<file path="src/hw/cdb_exec_map.svh">
/*
 Constants for the compare/decrement/decimal-adjust execution unit:
 opcode fields, encodings, nibble limits and correction values.
 Assumes inclusion by bare name from the checker and design file.
*/
`ifndef CDB_EXEC_MAP_SVH
`define CDB_EXEC_MAP_SVH

`define CDB_OP_CMP_LESS     8'h30
`define CDB_OP_DAW_HI7      7'h17
`define CDB_OP_DEC_HI7      7'h03
`define CDB_OP_DSZ_HI7      7'h0b
`define CDB_NIB_LIMIT       4'h9
`define CDB_ADJ_SIX         4'h6
`define CDB_ADJ_SEVEN       4'h7
`define CDB_ONE             8'h01
`define CDB_ZERO            8'h00
`define CDB_WORKING_REGISTER_RST        8'h00

`endif

</file>
<file path="src/hw/cdb_exec_pkg.sv">
/*
 Types for the compare/decrement/decimal-adjust execution unit.
 Assumes cdb_exec_map.svh is on the include path.
*/
package cdb_exec_pkg;
   typedef enum logic [1:0]
   {
      CDB_Q1 = 2'b00,
      CDB_Q2 = 2'b01,
      CDB_Q3 = 2'b11,
      CDB_Q4 = 2'b10
   } cdb_phase_t;

   typedef enum logic [2:0]
   {
      CDB_I_NONE = 3'h0,
      CDB_I_CMPL = 3'h1,
      CDB_I_DAW  = 3'h2,
      CDB_I_DEC  = 3'h3,
      CDB_I_DSZ  = 3'h4
   } cdb_instr_t;
endpackage : cdb_exec_pkg

</file>
<file path="src/hw/cdb_exec.sv">
/*
 Execution unit for four instructions of an 8-bit core: compare-skip-less,
 decimal adjust, decrement file and decrement-skip-zero. One instruction
 cycle is four clocks (Q1..Q4). The fetch stage presents the opcode with
 i_instr_valid, held stable for the whole cycle starting at Q1. The data
 file answers o_file_rd on i_file_rdata within the clock of the read strobe.
 Assumes the surrounding core keeps carry and digit carry on its inputs.
*/
// Functional notes
// - Opcode upper byte 0x30 is compare-skip-less; lower byte is file address.
// - Unsigned file minus working register; skip only when file strictly smaller.
// - Skip discards prefetched instruction, runs a no-op cycle; two cycles total.
// - Decimal adjust is upper bits 0010111 plus steering bit, low byte file.
// - Decimal adjust corrects packed-BCD sum in working register.
// - Lower nibble plus 6 when above 9 or digit carry; only carry updated.
// - Steering 0 writes file and working register; 1 writes file only.
// - Decrement 0000011d subtracts one; d=0 to working register, d=1 file.
// - Decrement-skip-zero 0001011d decrements, skips when zero, flags untouched.
`timescale 1ns/1ps
`include "cdb_exec_map.svh"

module cdb_exec
   import cdb_exec_pkg::*;
(
   // Clock and reset
   input  wire logic        i_core_clk,
   input  wire logic        i_sys_rst,
   // Instruction from fetch
   input  wire logic        i_instr_valid,
   input  wire logic [15:0] i_instr,
   // Status in
   input  wire logic        i_carry,
   input  wire logic        i_digit_carry,
   // Data file
   input  wire logic [7:0]  i_file_rdata,
   output logic             o_file_rd,
   output logic             o_file_we,
   output logic [7:0]       o_file_addr,
   output logic [7:0]       o_file_wdata,
   // Results
   output logic [7:0]       o_working_register,
   output logic             o_carry_we,
   output logic             o_carry,
   output logic             o_discard,
   output logic             o_phase_q1,
   output logic             o_busy
);

   ////////////////////////////////////////////////////////////////////////////
   // Decode

   cdb_instr_t kind;

   always_comb
   begin
      kind = CDB_I_NONE;
      if (i_instr[15:8] == `CDB_OP_CMP_LESS)
         kind = CDB_I_CMPL;
      else if (i_instr[15:9] == `CDB_OP_DAW_HI7)
         kind = CDB_I_DAW;
      else if (i_instr[15:9] == `CDB_OP_DEC_HI7)
         kind = CDB_I_DEC;
      else if (i_instr[15:9] == `CDB_OP_DSZ_HI7)
         kind = CDB_I_DSZ;
   end

   ////////////////////////////////////////////////////////////////////////////
   // Phase sequencer and execution state

   cdb_phase_t phase_q, phase_d;
   cdb_instr_t cur_q, cur_d;
   logic       sel_q, sel_d;
   logic       skip_cyc_q, skip_cyc_d;
   logic       skip_req_q, skip_req_d;
   logic [7:0] opnd_q, opnd_d;
   logic [7:0] res_q, res_d;
   logic [7:0] working_register_q, working_register_d;
   logic [7:0] addr_q, addr_d;
   logic       rd_q, rd_d;
   logic       we_q, we_d;
   logic [7:0] wdata_q, wdata_d;
   logic       cwe_q, cwe_d;
   logic       cout_q, cout_d;
   logic       disc_q, disc_d;
   logic       busy_q, busy_d;
   logic       phq1_q, phq1_d;

   logic       lo_hi, hi_hi, hi_fix;
   logic [3:0] lo_adj, hi_adj;
   logic [4:0] hi_sum;
   logic [7:0] dec_val;

   always_comb
   begin
      // Decimal adjust arithmetic on working register, decrement of file operand
      lo_hi  = working_register_q[3:0] > `CDB_NIB_LIMIT;
      hi_hi  = working_register_q[7:4] > `CDB_NIB_LIMIT;
      hi_fix = hi_hi | i_carry;
      lo_adj = (lo_hi | i_digit_carry) ? `CDB_ADJ_SIX : 4'h0;
      if (hi_fix && lo_hi)
         hi_adj = `CDB_ADJ_SEVEN;
      else if (hi_fix)
         hi_adj = `CDB_ADJ_SIX;
      else
         hi_adj = 4'h0;
      hi_sum  = {1'b0, working_register_q[7:4]} + {1'b0, hi_adj};
      dec_val = opnd_q - `CDB_ONE;
   end

   always_comb
   begin
      phase_d    = phase_q;
      cur_d      = cur_q;
      sel_d      = sel_q;
      skip_cyc_d = skip_cyc_q;
      skip_req_d = skip_req_q;
      opnd_d     = opnd_q;
      res_d      = res_q;
      working_register_d     = working_register_q;
      addr_d     = addr_q;
      rd_d       = 1'b0;
      we_d       = 1'b0;
      wdata_d    = wdata_q;
      cwe_d      = 1'b0;
      cout_d     = cout_q;
      disc_d     = 1'b0;
      busy_d     = busy_q;
      phq1_d     = 1'b0;
      unique case (phase_q)
         CDB_Q1:
         begin
            phase_d = CDB_Q2;
            if (skip_cyc_q)
               cur_d = CDB_I_NONE;
            else if (i_instr_valid)
            begin
               cur_d  = kind;
               sel_d  = i_instr[8];
               addr_d = i_instr[7:0];
               rd_d   = kind != CDB_I_NONE;
            end
            else
               cur_d = CDB_I_NONE;
            busy_d = skip_cyc_q | (i_instr_valid & (kind != CDB_I_NONE));
         end
         CDB_Q2:
         begin
            phase_d = CDB_Q3;
            opnd_d  = i_file_rdata;
         end
         CDB_Q3:
         begin
            phase_d    = CDB_Q4;
            skip_req_d = 1'b0;
            unique case (cur_q)
               CDB_I_CMPL: skip_req_d = opnd_q < working_register_q;
               CDB_I_DAW:  res_d = {hi_sum[3:0], working_register_q[3:0] + lo_adj};
               CDB_I_DEC:  res_d = dec_val;
               CDB_I_DSZ:
               begin
                  res_d      = dec_val;
                  skip_req_d = dec_val == `CDB_ZERO;
               end
               default:    res_d = res_q;
            endcase
         end
         CDB_Q4:
         begin
            phase_d    = CDB_Q1;
            phq1_d     = 1'b1;
            skip_cyc_d = skip_req_q;
            disc_d     = skip_req_q;
            skip_req_d = 1'b0;
            unique case (cur_q)
               CDB_I_DAW:
               begin
                  we_d    = 1'b1;
                  wdata_d = res_q;
                  cwe_d   = 1'b1;
                  cout_d  = hi_sum[4] | i_carry;
                  if (!sel_q)
                     working_register_d = res_q;
               end
               CDB_I_DEC, CDB_I_DSZ:
               begin
                  if (sel_q)
                  begin
                     we_d    = 1'b1;
                     wdata_d = res_q;
                  end
                  else
                     working_register_d = res_q;
               end
               default:    working_register_d = working_register_q;
            endcase
         end
      endcase
   end

   always_ff @(posedge i_core_clk)
   begin
      if (i_sys_rst)
      begin
         phase_q    <= CDB_Q1;
         cur_q      <= CDB_I_NONE;
         sel_q      <= 1'b0;
         skip_cyc_q <= 1'b0;
         skip_req_q <= 1'b0;
         opnd_q     <= `CDB_ZERO;
         res_q      <= `CDB_ZERO;
         working_register_q     <= `CDB_WORKING_REGISTER_RST;
         addr_q     <= `CDB_ZERO;
         rd_q       <= 1'b0;
         we_q       <= 1'b0;
         wdata_q    <= `CDB_ZERO;
         cwe_q      <= 1'b0;
         cout_q     <= 1'b0;
         disc_q     <= 1'b0;
         busy_q     <= 1'b0;
         phq1_q     <= 1'b1;
      end
      else
      begin
         phase_q    <= phase_d;
         cur_q      <= cur_d;
         sel_q      <= sel_d;
         skip_cyc_q <= skip_cyc_d;
         skip_req_q <= skip_req_d;
         opnd_q     <= opnd_d;
         res_q      <= res_d;
         working_register_q     <= working_register_d;
         addr_q     <= addr_d;
         rd_q       <= rd_d;
         we_q       <= we_d;
         wdata_q    <= wdata_d;
         cwe_q      <= cwe_d;
         cout_q     <= cout_d;
         disc_q     <= disc_d;
         busy_q     <= busy_d;
         phq1_q     <= phq1_d;
      end
   end

   ////////////////////////////////////////////////////////////////////////////
   // Outputs

   always_comb
   begin
      o_file_rd          = rd_q;
      o_file_we          = we_q;
      o_file_addr        = addr_q;
      o_file_wdata       = wdata_q;
      o_working_register = working_register_q;
      o_carry_we         = cwe_q;
      o_carry            = cout_q;
      o_discard          = disc_q;
      o_phase_q1         = phq1_q;
      o_busy             = busy_q;
   end

endmodule : cdb_exec

</file>
<file path="config.mk">
export PLATFORM = sky130hd
export DESIGN_NAME = cdb_exec
export DESIGN_NICKNAME = d
export VERILOG_FILES = /design/src/hw/cdb_exec_pkg.sv /design/src/hw/cdb_exec.sv
export VERILOG_INCLUDE_DIRS = /design/src /design/src/hw
export SDC_FILE = /design/constraint.sdc
export NUM_CORES = 1
export LEC_CHECK = 0
export ABC_AREA = 1
export BUFFER_PORTS_ARGS = -buffer_cell sky130_fd_sc_hd__buf_2
export CORE_MARGIN = 1
export CORE_UTILIZATION = 50
export DETAILED_ROUTE_END_ITERATION = 8
export GPL_TIMING_DRIVEN = 0
export PLACE_DENSITY = 0.8
export SLEW_MARGIN = 20
export SYNTH_ARGS = -nofsm -noshare
export SYNTH_HDL_FRONTEND = slang
export SYNTH_SLANG_ARGS = --single-unit
</file>
<file path="constraint.sdc">
create_clock -name i_core_clk -period 2.34 [get_ports i_core_clk]
set_input_delay 0.234 -clock i_core_clk [delete_from_list [all_inputs] [get_ports i_core_clk]]
set_output_delay 0.234 -clock i_core_clk [all_outputs]
set_load 0.005 [all_outputs]
</file>
==> impl_metrics.sql, run 1 <==
INSERT INTO impl_metrics (metric_group, metric, value, unit) VALUES
('worst_setup_path', 'crit_path_end_kind', 'register', ''),
('worst_setup_path', 'crit_fanout', '4', ''),
('logic_synthesis', 'share_of_flip_flops_with_an_asynchronous_set_or_reset', '0', ''),
('clock_tree', 'htreeDepth', '2', ''),
('final_layout', 'area_growth_syn_to_layout', '18.5', '%'),
('logic_synthesis', 'ys_seq_elements', '55', ''),
('clock_tree', 'clock-sinks', '55', ''),
('grt', 'grt_pass1_wl', '10200', 'microns'),
('timing', 'maxSlewHeadroom', '0.648', ''),
('worst_setup_path', 'critical_path.slowest_cell', 'sky130_fd_sc_hd__o21ai_0', ''),
('floorplanning', 'die_height', '75.2', 'microns'),
('logic_synthesis', 'post_synth_most_frequent_cells', 'sky130_fd_sc_hd__nor2_1 (66), sky130_fd_sc_hd__dfxtp_1 (55), sky130_fd_sc_hd__nand2_1 (48), sky130_fd_sc_hd__inv_1 (39), sky130_fd_sc_hd__o21ai_0 (38)', ''),
('timing', 'finalSetupViolCount', '0', ''),
('logic_synthesis', 'ys_seq_area_frac', '0.411', ''),
('grt', 'global_route.usage.total', '0.243', ''),
('route', 'vias', '2557', ''),
('logic_synthesis', 'syn-num-nets', '406', ''),
('timing', 'tns', '0', 'ns'),
('place', 'detailed_place_hpwl', '4950', 'microns'),
('timing', 'hold_viol', '0', ''),
('logic_synthesis', 'synth_area_per_cell', '7.39', 'sq um'),
('grt', 'first_global_vias', '2271', ''),
('grt', 'grt_remaining_overflow', '0', ''),
('worst_hold_path', 'hp-class', 'in -> reg', ''),
('floorplanning', 'floorplan_row_count', '26', ''),
('logic_synthesis', 'netlist_instances', '362', ''),
('worst_setup_path', 'critical-path-top-delay-family', 'compound AO/OA/AOI/OAI gates', ''),
('clock_tree', 'post_cts_buffers', '0', ''),
('worst_setup_path', 'timing.critical_path.slowest_cell_delay', '0.40', 'ns'),
('timing', 'rsz0062_at_grt', 'no', ''),
('outcome', 'status', 'finished clean', ''),
('timing', 'post-route-min-period', '2.07', 'ns'),
('logic_synthesis', 'synthesis.area', '2680', 'sq um'),
('logic_synthesis', 'synth_compound_area_frac', '0.188', ''),
('logic_synthesis', 'postSynth.topFlopCell', 'sky130_fd_sc_hd__dfxtp_1', ''),
('route', 'drt-total-wl', '6570', 'microns'),
('route', 'drt-vias-per-instance', '5.13', ''),
('final_layout', 'num_antenna_cells', '0', ''),
('logic_synthesis', 'yosys-mux-area-fraction', '0', ''),
('clock_tree', 'cts.clk_slew.worst_paths', '0.10', 'ns'),
('floorplanning', 'die_w', '75.2', 'microns'),
('clock_tree', 'clk_latency', '0.32', 'ns'),
('clock_tree', 'cts_resized', '0', ''),
('worst_setup_path', 'cp-start-kind', 'register', ''),
('clock_tree', 'clk_root_buffer_cell', 'sky130_fd_sc_hd__clkbuf_8', ''),
('route', 'route.detailed.drc', '0', ''),
('route', 'antenna_violating_nets_post_route', '0', ''),
('logic_synthesis', 'synth-xor-area-share', '0.0131', ''),
('worst_setup_path', 'cp_common_cell', 'sky130_fd_sc_hd__o21ai_0', ''),
('floorplanning', 'placeableCoreArea', '5140', 'sq um'),
('grt', 'largest_net_degree_at_the_start_of_global_routing', '17', ''),
('run', 'max_cap_violations', '0', ''),
('route', 'drtIter0Drc', '200', ''),
('clock_tree', 'cts_inserted_buffers', '5', ''),
('logic_synthesis', 'ys_types', '33', ''),
('logic_synthesis', 'largest_family_of_logic_cells_by_synthesized_area', 'simple AND/OR/NAND/NOR gates', ''),
('worst_setup_path', 'cp_cell_sequence', 'o21ai_0 > nand2_1 > ha_1 > fa_1 > xnor2_1 > o21ai_0 > o21ai_1 > inv_1', ''),
('route', 'dr.pass1.iters', '4', ''),
('place', 'gp_routability_congestion', '0.874', ''),
('logic_synthesis', 'yosysWarningCount', '0', ''),
('pwr', 'vdd_drop_max', '0.413', 'mV'),
('timing', 'worstMarginPinSlew', '0.528', 'ns'),
('final_layout', 'final_core_utilization', '0.617', ''),
('logic_synthesis', 'synth_most_common_cell', 'sky130_fd_sc_hd__nor2_1', ''),
('floorplanning', 'io_pins', '60', ''),
('route', 'post_drt_wl_per_cell', '13.2', 'microns'),
('logic_synthesis', 'adder_and_majority_cell_fraction_of_the_synthesized_area', '0.0757', ''),
('timing', 'report.final.slew_viol_count', '0', ''),
('pwr', 'power.density', '593', 'nW/um^2'),
('clock_tree', 'tritoncts', 'yes', ''),
('logic_synthesis', 'synth_enable_flop_cells', '0', '');
==> cell families after synthesis <==
kind of cell | count (synthesis)
XOR/XNOR | 4
AND/OR/NAND/NOR | 143
flip-flops | 55
AO/OA/AOI/OAI | 91
buffers and inverters | 54
adder cells (fa/ha/maj) | 15
==> stage by stage <==
stage | hold WS (ns) | cells | setup WS (ns) | area, sq um | power [mW]
after floorplan | 0.369 | 362 | 0.564 | 2680 | 1.15
after global placement | 0.442 | 490 | 0.292 | 3050 | 1.23
after detailed placement | 0.446 | 490 | 0.296 | 3050 | 1.24
after CTS | 0.139 | 498 | 0.277 | 3170 | 1.88
after global routing | 0.145 | 498 | 0.133 | 3170 | 1.95
final | 0.136 | 498 | 0.274 | 3170 | 1.88
==> cell usage in the layout, fill, tap and decap left out, types with 2 or more instances in the layout <==
master,synthesis,routed
sky130_fd_sc_hd__a21oi_1,35,35
sky130_fd_sc_hd__a21oi_2,3,3
sky130_fd_sc_hd__buf_2,3,61
sky130_fd_sc_hd__clkbuf_1,5,5
sky130_fd_sc_hd__clkbuf_8,0,6
sky130_fd_sc_hd__dfxtp_1,55,55
sky130_fd_sc_hd__fa_1,2,2
sky130_fd_sc_hd__ha_1,13,13
sky130_fd_sc_hd__inv_1,39,39
sky130_fd_sc_hd__inv_2,4,4
sky130_fd_sc_hd__nand2_1,48,48
sky130_fd_sc_hd__nand2_4,3,3
sky130_fd_sc_hd__nand3_1,11,11
sky130_fd_sc_hd__nand4_1,4,4
sky130_fd_sc_hd__nor2_1,66,66
sky130_fd_sc_hd__nor2_2,3,3
sky130_fd_sc_hd__nor3_1,5,5
sky130_fd_sc_hd__o21a_1,2,2
sky130_fd_sc_hd__o21ai_0,38,38
sky130_fd_sc_hd__o21ai_1,7,7
sky130_fd_sc_hd__xnor2_1,2,2
sky130_fd_sc_hd__xor2_1,2,2
==> worst paths after layout <==
| path | slack, ns | cells after the start | to | from |
|---|---|---|---|---|
| setup / recovery | 0.27 | 8 | res_q[3] | o_working_register[2] |
| hold / removal | 0.14 | 3 | opnd_q[6] | i_file_rdata[6] |
| setup reg to reg | 0.27 | 8 | res_q[3] | o_working_register[2] |
| hold reg to reg | 0.46 | 2 | skip_req_q | skip_req_q |
==> area by class of cell <==
type | instances | area (sq um)
inverters | 44 | 168
well taps | 70 | 87.6
multi-input cells | 253 | 1360
repair buffers | 58 | 290
flip-flops and latches | 55 | 1100
clock inverters | 2 | 35.0
plain buffers | 10 | 52.6
clock buffers | 6 | 82.6
fillers | 483 | 1970
==> sequential cells by signal, indices dropped and copies added, names as in the netlist, 2 cells and up <==
name	cells
res_q	8
cur_q	3
o_file_addr	8
opnd_q	8
o_working_register	8
phase_q	2
o_file_wdata	8
==> where the power goes <==
group	switching [mW]	leakage [nW]	internal [mW]	total (mW)
clock network	0.314	0.0612	0.347	0.661
logic	0.142	1.00	0.0883	0.230
registers	0.0254	0.448	0.964	0.989
==> per-layer routing <==
metal / vias to the layer above / track usage / routed length, microns
li1: 1301 / - / -
met5: - / 0 / 0
met3: 5 / 0.0482 / 332
met4: 0 / 0.0905 / 78
met1: 1188 / 0.322 / 3000
met2: 63 / 0.392 / 3150
==> tightest hold or removal path: stages <==
cell and delay (ns):
sky130_fd_sc_hd__buf_2 0.08, sky130_fd_sc_hd__nor2_1 0.03, sky130_fd_sc_hd__nor2_1 0.08
(Power assumes the default switching activity.)
==> run 2, diff against run 1 <==
Settings changed: REMOVE_ABC_BUFFERS set to 1.
==> run 2 against run 1 <==
Net effect: clock power fell by 16%; power decreased by 6.4%; largest cell class unchanged; routed wire length shrank 11%; first-iteration DRC count fell by 18%; largest power group unchanged.
==> impl_metrics.sql, run 2 (same netlist as run 1, synthesis figures left out) <==
INSERT INTO impl_metrics (metric_group, metric, value, unit) VALUES
('outcome', 'status', 'finished clean', ''),
('route', 'drtIter0Drc', '165', ''),
('pwr', 'cell_internal_pwr', '1.29', 'mW'),
('final_layout', 'area_growth_syn_to_layout', '15.9', '%'),
('floorplanning', 'io_pins', '60', ''),
('grt', 'largest_net_degree_at_the_start_of_global_routing', '40', ''),
('timing', 'finalHoldWorstSlack', '0.140', 'ns'),
('worst_setup_path', 'timing.critical_path.from', 'o_working_register[5]', ''),
('pwr', 'switching_share', '0.266', ''),
('timing', 'report.final.slew_viol_count', '0', ''),
('timing', 'worstMarginPinSlew', '0.976', 'ns'),
('place', 'numPortBuffers', '59', ''),
('worst_setup_path', 'crit_fanout', '4', ''),
('place', 'setup_slack_after_placement', '0.377', 'ns'),
('worst_setup_path', 'crit_path_end_kind', 'register', ''),
('clock_tree', 'clk_root_buffer_cell', 'sky130_fd_sc_hd__clkbuf_8', ''),
('final_layout', 'final_net_count', '462', ''),
('clock_tree', 'htreeDepth', '2', ''),
('run', 'max_cap_violations', '0', ''),
('final_layout', 'post_route_cells_drive_above_1_share', '0.203', ''),
('grt', 'number_of_antenna_violations_at_the_first_check_in_global_routing', '0', ''),
('clock_tree', 'clk_latency', '0.31', 'ns'),
('floorplanning', 'die_w', '75.2', 'microns'),
('final_layout', 'num_antenna_cells', '0', ''),
('clock_tree', 'clock-sinks', '55', ''),
('timing', 'tns', '0', 'ns'),
('floorplanning', 'die_height', '75.2', 'microns'),
('worst_hold_path', 'hp-class', 'in -> reg', ''),
('worst_setup_path', 'critPathKind', 'reg -> reg', ''),
('route', 'post_drt_wl_per_cell', '11.9', 'microns'),
('place', 'detailed_place_hpwl', '4400', 'microns'),
('timing', 'hold_viol', '0', ''),
('clock_tree', 'cts_inserted_buffers', '5', ''),
('pwr', 'vdd_drop_max', '0.304', 'mV'),
('timing', 'maxSlewHeadroom', '0.349', ''),
('worst_setup_path', 'worst-endpoint-required', '2.59', 'ns'),
('final_layout', 'final_core_utilization', '0.603', ''),
('floorplanning', 'floorplan_row_count', '26', ''),
('route', 'route.detailed.drc', '0', ''),
('grt', 'grt_pass1_wl', '9560', 'microns'),
('final_layout', 'layout.cells.non_filler', '489', ''),
('pwr', 'leakage', '1.47', 'nW'),
('route', 'drt-total-wl', '5840', 'microns'),
('timing', 'final.period_utilization', '0.849', ''),
('final_layout', 'layout_commonest_cell', 'sky130_fd_sc_hd__nor2_1', ''),
('grt', 'first_global_vias', '2236', ''),
('route', 'vias', '2489', ''),
('pwr', 'p_comb_frac', '0.124', ''),
('timing', 'finalSetupViolCount', '0', ''),
('pwr', 'power.density', '568', 'nW/um^2'),
('place', 'dpl_cell_area', '3010', 'sq um'),
('grt', 'grt_remaining_overflow', '0', ''),
('final_layout', 'fill_cell_total_of_the_finished_layout', '503', ''),
('route', 'antenna_violating_nets_post_route', '0', ''),
('worst_hold_path', 'holdCritStartpoint', 'i_instr[4]', ''),
('clock_tree', 'cts_resized', '0', ''),
('timing', 'post-route-min-period', '1.99', 'ns'),
('place', 'placed_cells', '481', ''),
('clock_tree', 'cts.clk_slew.worst_paths', '0.10', 'ns'),
('floorplanning', 'placeableCoreArea', '5140', 'sq um'),
('worst_setup_path', 'cp-start-kind', 'register', ''),
('pwr', 'netSwitchingPower', '0.468', 'mW'),
('route', 'dr.pass1.iters', '4', ''),
('worst_setup_path', 'r2r_startpoint', 'o_working_register[5]', ''),
('timing', 'rsz0062_at_grt', 'no', ''),
('floorplanning', 'floorplan.die_area', '5650', 'sq um'),
('pwr', 'power_share_of_the_clock_group', '0.315', ''),
('clock_tree', 'hold_buffers', '0', ''),
('pwr', 'seqPwrFrac', '0.562', ''),
('route', 'drt-vias-per-instance', '5.09', ''),
('final_layout', 'design_area', '3100', 'sq um'),
('clock_tree', 'cts-root-to-sink-buffers', '2', ''),
('floorplanning', 'start_util', '0.521', ''),
('final_layout', 'layout_common_cells', 'sky130_fd_sc_hd__nor2_1 (66), sky130_fd_sc_hd__buf_2 (59), sky130_fd_sc_hd__dfxtp_1 (55)', ''),
('grt', 'global_route.usage.total', '0.223', ''),
('place', 'gp_routability_congestion', '0.866', ''),
('clock_tree', 'tritoncts', 'yes', ''),
('timing', 'max_frequency', '503', 'MHz'),
('timing', 'worst_clock_skew', '0.00644', 'ns'),
('worst_setup_path', 'data_arrival_critical_path', '2.24', 'ns'),
('clock_tree', 'post_cts_buffers', '0', ''),
('timing', 'fin_ws', '0.354', 'ns'),
('pwr', 'p_total', '1.76', 'mW');
==> run 2: per-layer routing <==
metal	global-route usage	wire (microns)
met1	0.283	2710
met2	0.384	2820
met3	0.0428	241
met4	0.0658	67
met5	0	0
==> run 2: final cells by class <==
class | count | area [sq um] | area share
multi-input cells | 253 | 1360 | 0.437
well taps | 70 | 87.6 | 0.0282
flip-flops and latches | 55 | 1100 | 0.355
clock buffers | 7 | 86.3 | 0.0278
inverters | 44 | 168 | 0.0541
clock inverters | 1 | 8.76 | 0.00282
repair buffers | 59 | 295 | 0.0952
==> run 2: power by group through the flow <==
stage | sequential [mW] | combinational [mW] | clock (mW)
final | 0.989 | 0.218 | 0.554
after global routing | 0.993 | 0.253 | 0.602
after CTS | 0.989 | 0.218 | 0.562
after detailed placement | 1.01 | 0.216 | 0
after global placement | 1.01 | 0.209 | 0
after floorplan | 1.01 | 0.141 | 0
==> run 2: path summary, 6_finish.rpt <==
path,to,slack [ns],depth (start not counted)
max reg2reg,res_q[5],0.35,10
min,o_file_addr[4],0.14,3
min reg2reg,skip_req_q,0.46,2
max,res_q[5],0.35,10
==> run 2: worst max-delay path: stages, from the launching register on <==
cell and delay [ns]:
sky130_fd_sc_hd__dfxtp_1 0.33, sky130_fd_sc_hd__inv_1 0.16, sky130_fd_sc_hd__a21oi_1 0.10, sky130_fd_sc_hd__nor2_1 0.22, sky130_fd_sc_hd__nor2_1 0.08, sky130_fd_sc_hd__ha_1 0.20
sky130_fd_sc_hd__inv_1 0.06, sky130_fd_sc_hd__fa_1 0.44, sky130_fd_sc_hd__a21oi_2 0.14, sky130_fd_sc_hd__o21ai_1 0.08, sky130_fd_sc_hd__a21oi_1 0.11
==> run 3, diff against run 2 <==
Settings changed: ABC_AREA 1 to 0.
Clock period 2.34 ns to 1.9 ns, I/O delays scaled along.
==> run 3 against run 2 <==
Net effect: the run now ends with negative setup slack left; count of clock-buffer cells in the layout decreased by 1; sequential share of layout area decreased by 0.78 points; core utilization increased by 1.8 points; flip-flop and latch count unchanged; die area unchanged; critical path depth increased by 1; clock skew increased by 0.0021 ns; critical path type unchanged; largest power group unchanged; highest routed layer unchanged.
==> impl_metrics.sql, run 3 <==
INSERT INTO impl_metrics (metric_group, metric, value, unit) VALUES
('route', 'antenna_violating_nets_post_route', '0', ''),
('worst_hold_path', 'min_path_cells', '3', ''),
('final_layout', 'final_core_utilization', '0.621', ''),
('clock_tree', 'clk_latency', '0.31', 'ns'),
('route', 'dr.pass1.iters', '4', ''),
('clock_tree', 'cts-root-to-sink-buffers', '2', ''),
('grt', 'largest_net_degree_at_the_start_of_global_routing', '55', ''),
('worst_setup_path', 'critPathKind', 'reg -> reg', ''),
('logic_synthesis', 'netlist_instances', '310', ''),
('pwr', 'power.density', '654', 'nW/um^2'),
('route', 'drtIter0Drc', '142', ''),
('worst_setup_path', 'r2r_slack', '-0.22', 'ns'),
('worst_setup_path', 'crit_path_end_kind', 'register', ''),
('floorplanning', 'start_util', '0.521', ''),
('worst_setup_path', 'regToRegEndpoint', 'res_q[5]', ''),
('worst_setup_path', 'r2r_cells', '11', ''),
('floorplanning', 'die_height', '75.2', 'microns'),
('timing', 'hold_viol', '0', ''),
('worst_setup_path', 'crit_fanout', '3', ''),
('worst_setup_path', 'worst-endpoint-required', '2.06', 'ns'),
('timing', 'max_frequency', '471', 'MHz'),
('logic_synthesis', 'yosysWarningCount', '0', ''),
('clock_tree', 'clk_root_buffer_cell', 'sky130_fd_sc_hd__clkbuf_8', ''),
('timing', 'worst_clock_skew', '0.00854', 'ns'),
('final_layout', 'design_area', '3190', 'sq um'),
('route', 'route.detailed.drc', '0', ''),
('clock_tree', 'clock-sinks', '55', ''),
('grt', 'first_global_vias', '2072', ''),
('logic_synthesis', 'synthDominantCellAreaShare', '0.411', ''),
('floorplanning', 'floorplan.die_area', '5650', 'sq um'),
('timing', 'fin_ws', '-0.221', 'ns'),
('logic_synthesis', 'postSynth.topFlopCell', 'sky130_fd_sc_hd__dfxtp_1', ''),
('grt', 'number_of_antenna_violations_at_the_first_check_in_global_routing', '0', ''),
('logic_synthesis', 'synthesis.area', '2680', 'sq um'),
('place', 'setup_slack_after_placement', '-0.290', 'ns'),
('pwr', 'leakage', '1.43', 'nW'),
('route', 'vias', '2267', ''),
('logic_synthesis', 'post_synth_most_frequent_cells', 'sky130_fd_sc_hd__nor2_1 (58), sky130_fd_sc_hd__dfxtp_1 (55), sky130_fd_sc_hd__nand2_1 (29), sky130_fd_sc_hd__a21oi_1 (28), sky130_fd_sc_hd__mux2i_1 (22)', ''),
('floorplanning', 'io_pins', '60', ''),
('final_layout', 'final_net_count', '414', ''),
('timing', 'post-route-min-period', '2.12', 'ns'),
('logic_synthesis', 'ys_seq_area_frac', '0.411', ''),
('timing', 'maxSlewHeadroom', '0.361', ''),
('timing', 'final.period_utilization', '1.12', ''),
('grt', 'global_route.usage.total', '0.221', ''),
('final_layout', 'layout_commonest_cell', 'sky130_fd_sc_hd__buf_2', ''),
('logic_synthesis', 'cell_types_occupying_the_most_area_after_synthesis', 'sky130_fd_sc_hd__dfxtp_1 (41%), sky130_fd_sc_hd__mux2i_1 (8.2%), sky130_fd_sc_hd__nor2_1 (8.1%), sky130_fd_sc_hd__ha_1 (6.1%), sky130_fd_sc_hd__a21oi_1 (5.2%)', ''),
('final_layout', 'layout_common_cells', 'sky130_fd_sc_hd__buf_2 (59), sky130_fd_sc_hd__nor2_1 (56), sky130_fd_sc_hd__dfxtp_1 (49)', ''),
('logic_synthesis', 'synth_most_common_cell', 'sky130_fd_sc_hd__nor2_1', ''),
('clock_tree', 'htreeDepth', '2', ''),
('place', 'detailed_place_hpwl', '4050', 'microns'),
('final_layout', 'post_route_cells_drive_above_1_share', '0.272', ''),
('worst_hold_path', 'hold_end', 'o_file_addr[0]', ''),
('logic_synthesis', 'share_of_flip_flops_with_an_asynchronous_set_or_reset', '0', ''),
('timing', 'worstMarginPinSlew', '0.956', 'ns'),
('timing', 'rsz0062_at_grt', 'yes', ''),
('run', 'max_cap_violations', '0', ''),
('logic_synthesis', 'ys_types', '43', ''),
('final_layout', 'layout.cells.non_filler', '441', ''),
('clock_tree', 'tritoncts', 'yes', ''),
('worst_hold_path', 'hp-class', 'in -> reg', ''),
('place', 'gp_routability_congestion', '0.855', ''),
('worst_setup_path', 'r2r_startpoint', 'o_working_register[6]', ''),
('floorplanning', 'die_w', '75.2', 'microns'),
('logic_synthesis', 'synth_enable_flop_cells', '0', ''),
('final_layout', 'area_growth_syn_to_layout', '19.3', '%'),
('place', 'numPortBuffers', '59', ''),
('floorplanning', 'placeableCoreArea', '5140', 'sq um'),
('place', 'dpl_cell_area', '2990', 'sq um'),
('clock_tree', 'cts_inserted_buffers', '5', ''),
('timing', 'tns', '-0.580', 'ns'),
('clock_tree', 'hold_buffers', '0', ''),
('route', 'post_drt_wl_per_cell', '13.2', 'microns'),
('floorplanning', 'floorplan_row_count', '26', ''),
('worst_setup_path', 'cp-start-kind', 'register', ''),
('logic_synthesis', 'synth_area_per_cell', '8.63', 'sq um'),
('outcome', 'status', 'finished, violations left', ''),
('logic_synthesis', 'ys_seq_elements', '55', ''),
('logic_synthesis', 'netlist.top_cell.by_area', 'sky130_fd_sc_hd__dfxtp_1', ''),
('timing', 'report.final.slew_viol_count', '0', ''),
('grt', 'grt_pass1_wl', '9450', 'microns'),
('worst_setup_path', 'data_arrival_critical_path', '2.29', 'ns'),
('worst_hold_path', 'holdCritStartpoint', 'i_instr[0]', ''),
('outcome', 'violations', 'negative setup slack', ''),
('route', 'drt-total-wl', '5840', 'microns'),
('clock_tree', 'cts.clk_slew.worst_paths', '0.10', 'ns'),
('timing', 'finalSetupViolCount', '5', ''),
('final_layout', 'num_antenna_cells', '0', ''),
('place', 'placed_cells', '426', ''),
('grt', 'grt_remaining_overflow', '0', ''),
('pwr', 'vdd_drop_max', '0.435', 'mV'),
('route', 'drt-vias-per-instance', '5.14', '');
[run 3: cell types whose count changed after synthesis, moves of 6 or more]
cell,delta
sky130_fd_sc_hd__o21ai_0,-32
sky130_fd_sc_hd__inv_1,-25
sky130_fd_sc_hd__mux2i_1,+22
sky130_fd_sc_hd__nand2_1,-19
sky130_fd_sc_hd__a211oi_1,+9
sky130_fd_sc_hd__nand3_1,-8
sky130_fd_sc_hd__nor2_1,-8
sky130_fd_sc_hd__a21oi_1,-7
sky130_fd_sc_hd__o21ai_1,-7
sky130_fd_sc_hd__nor2b_1,+6
[run 3: per-layer routing]
layer | up-vias | track usage | share of wire
li1 | 1167 | - | -
met1 | 1049 | 0.290 | 0.48
met2 | 43 | 0.367 | 0.47
met3 | 8 | 0.0455 | 0.034
met4 | 0 | 0.0700 | 0.014
met5 | - | 0 | 0
[run 3: cell type report]
| cell class | count | area (sq um) |
|---|---|---|
| Timing Repair Buffer | 66 | 348 |
| Tap cell | 70 | 87.6 |
| Multi-Input combinational cell | 228 | 1510 |
| Clock buffer | 6 | 72.6 |
| Fill cell | 462 | 1950 |
| Inverter | 14 | 52.6 |
| Sequential cell | 55 | 1110 |
| Clock inverter | 2 | 12.5 |
[run 3: worst max path at each step]
stage	from	end	slack (ns)	cells past startpoint
4_1_cts	o_working_register[5]	res_q[5]	-0.13	11
3_5_place_dp	o_working_register[5]	res_q[5]	-0.29	11
5_1_grt	o_working_register[6]	res_q[6]	-0.31	12
2_1_floorplan	o_working_register[5]	res_q[6]	-0.04	12
6_report	o_working_register[6]	res_q[5]	-0.22	11
3_3_place_gp	o_working_register[5]	res_q[5]	-0.26	11
[run 3: cell families (layout without fill, tap and decap cells)]
family | Yosys count | in the layout | synth area share
simple gates | 123 | 123 | 0.221
xor+xnor | 10 | 10 | 0.0327
fa+ha+maj | 15 | 15 | 0.0757
buf+inv | 27 | 88 | 0.0463
compound gates | 58 | 58 | 0.131
mux | 22 | 22 | 0.0823
flops | 55 | 55 | 0.411
[run 3: worst max-delay path: stages (launching register included)]
cell and delay (ns):
sky130_fd_sc_hd__dfxtp_2 0.35, sky130_fd_sc_hd__inv_2 0.05, sky130_fd_sc_hd__a21oi_4 0.18, sky130_fd_sc_hd__nor2_4 0.07
sky130_fd_sc_hd__nor2_2 0.12, sky130_fd_sc_hd__ha_2 0.20, sky130_fd_sc_hd__inv_2 0.04, sky130_fd_sc_hd__fa_1 0.49
sky130_fd_sc_hd__nor3b_4 0.20, sky130_fd_sc_hd__a211oi_2 0.05, sky130_fd_sc_hd__a21oi_1 0.17, sky130_fd_sc_hd__nor2_1 0.06
[run 3: where the power goes]
| part | switching [mW] | internal (mW) | total (mW) |
|---|---|---|---|
| Clock | 0.375 | 0.259 | 0.634 |
| Combinational | 0.135 | 0.107 | 0.243 |
| Sequential | 0.0320 | 1.18 | 1.21 |
| Total | 0.542 | 1.55 | 2.09 |
[run 3: per-stage QoR]
| stage | power [mW] | hold WS, ns |
|---|---|---|
| after floorplan | 1.37 | 0.257 |
| after global placement | 1.46 | 0.421 |
| after detailed placement | 1.47 | 0.422 |
| after CTS | 2.10 | 0.0951 |
| after global routing | 2.19 | 0.101 |
| final | 2.09 | 0.107 |
[run 3: what timing repair did]
item / 4_1_cts / 5_1_grt
setup endpoints to repair: 7 / 15
setup buffers: 6 / 1
pin swaps: 14 / 6
gates resized for setup: 15 / 10
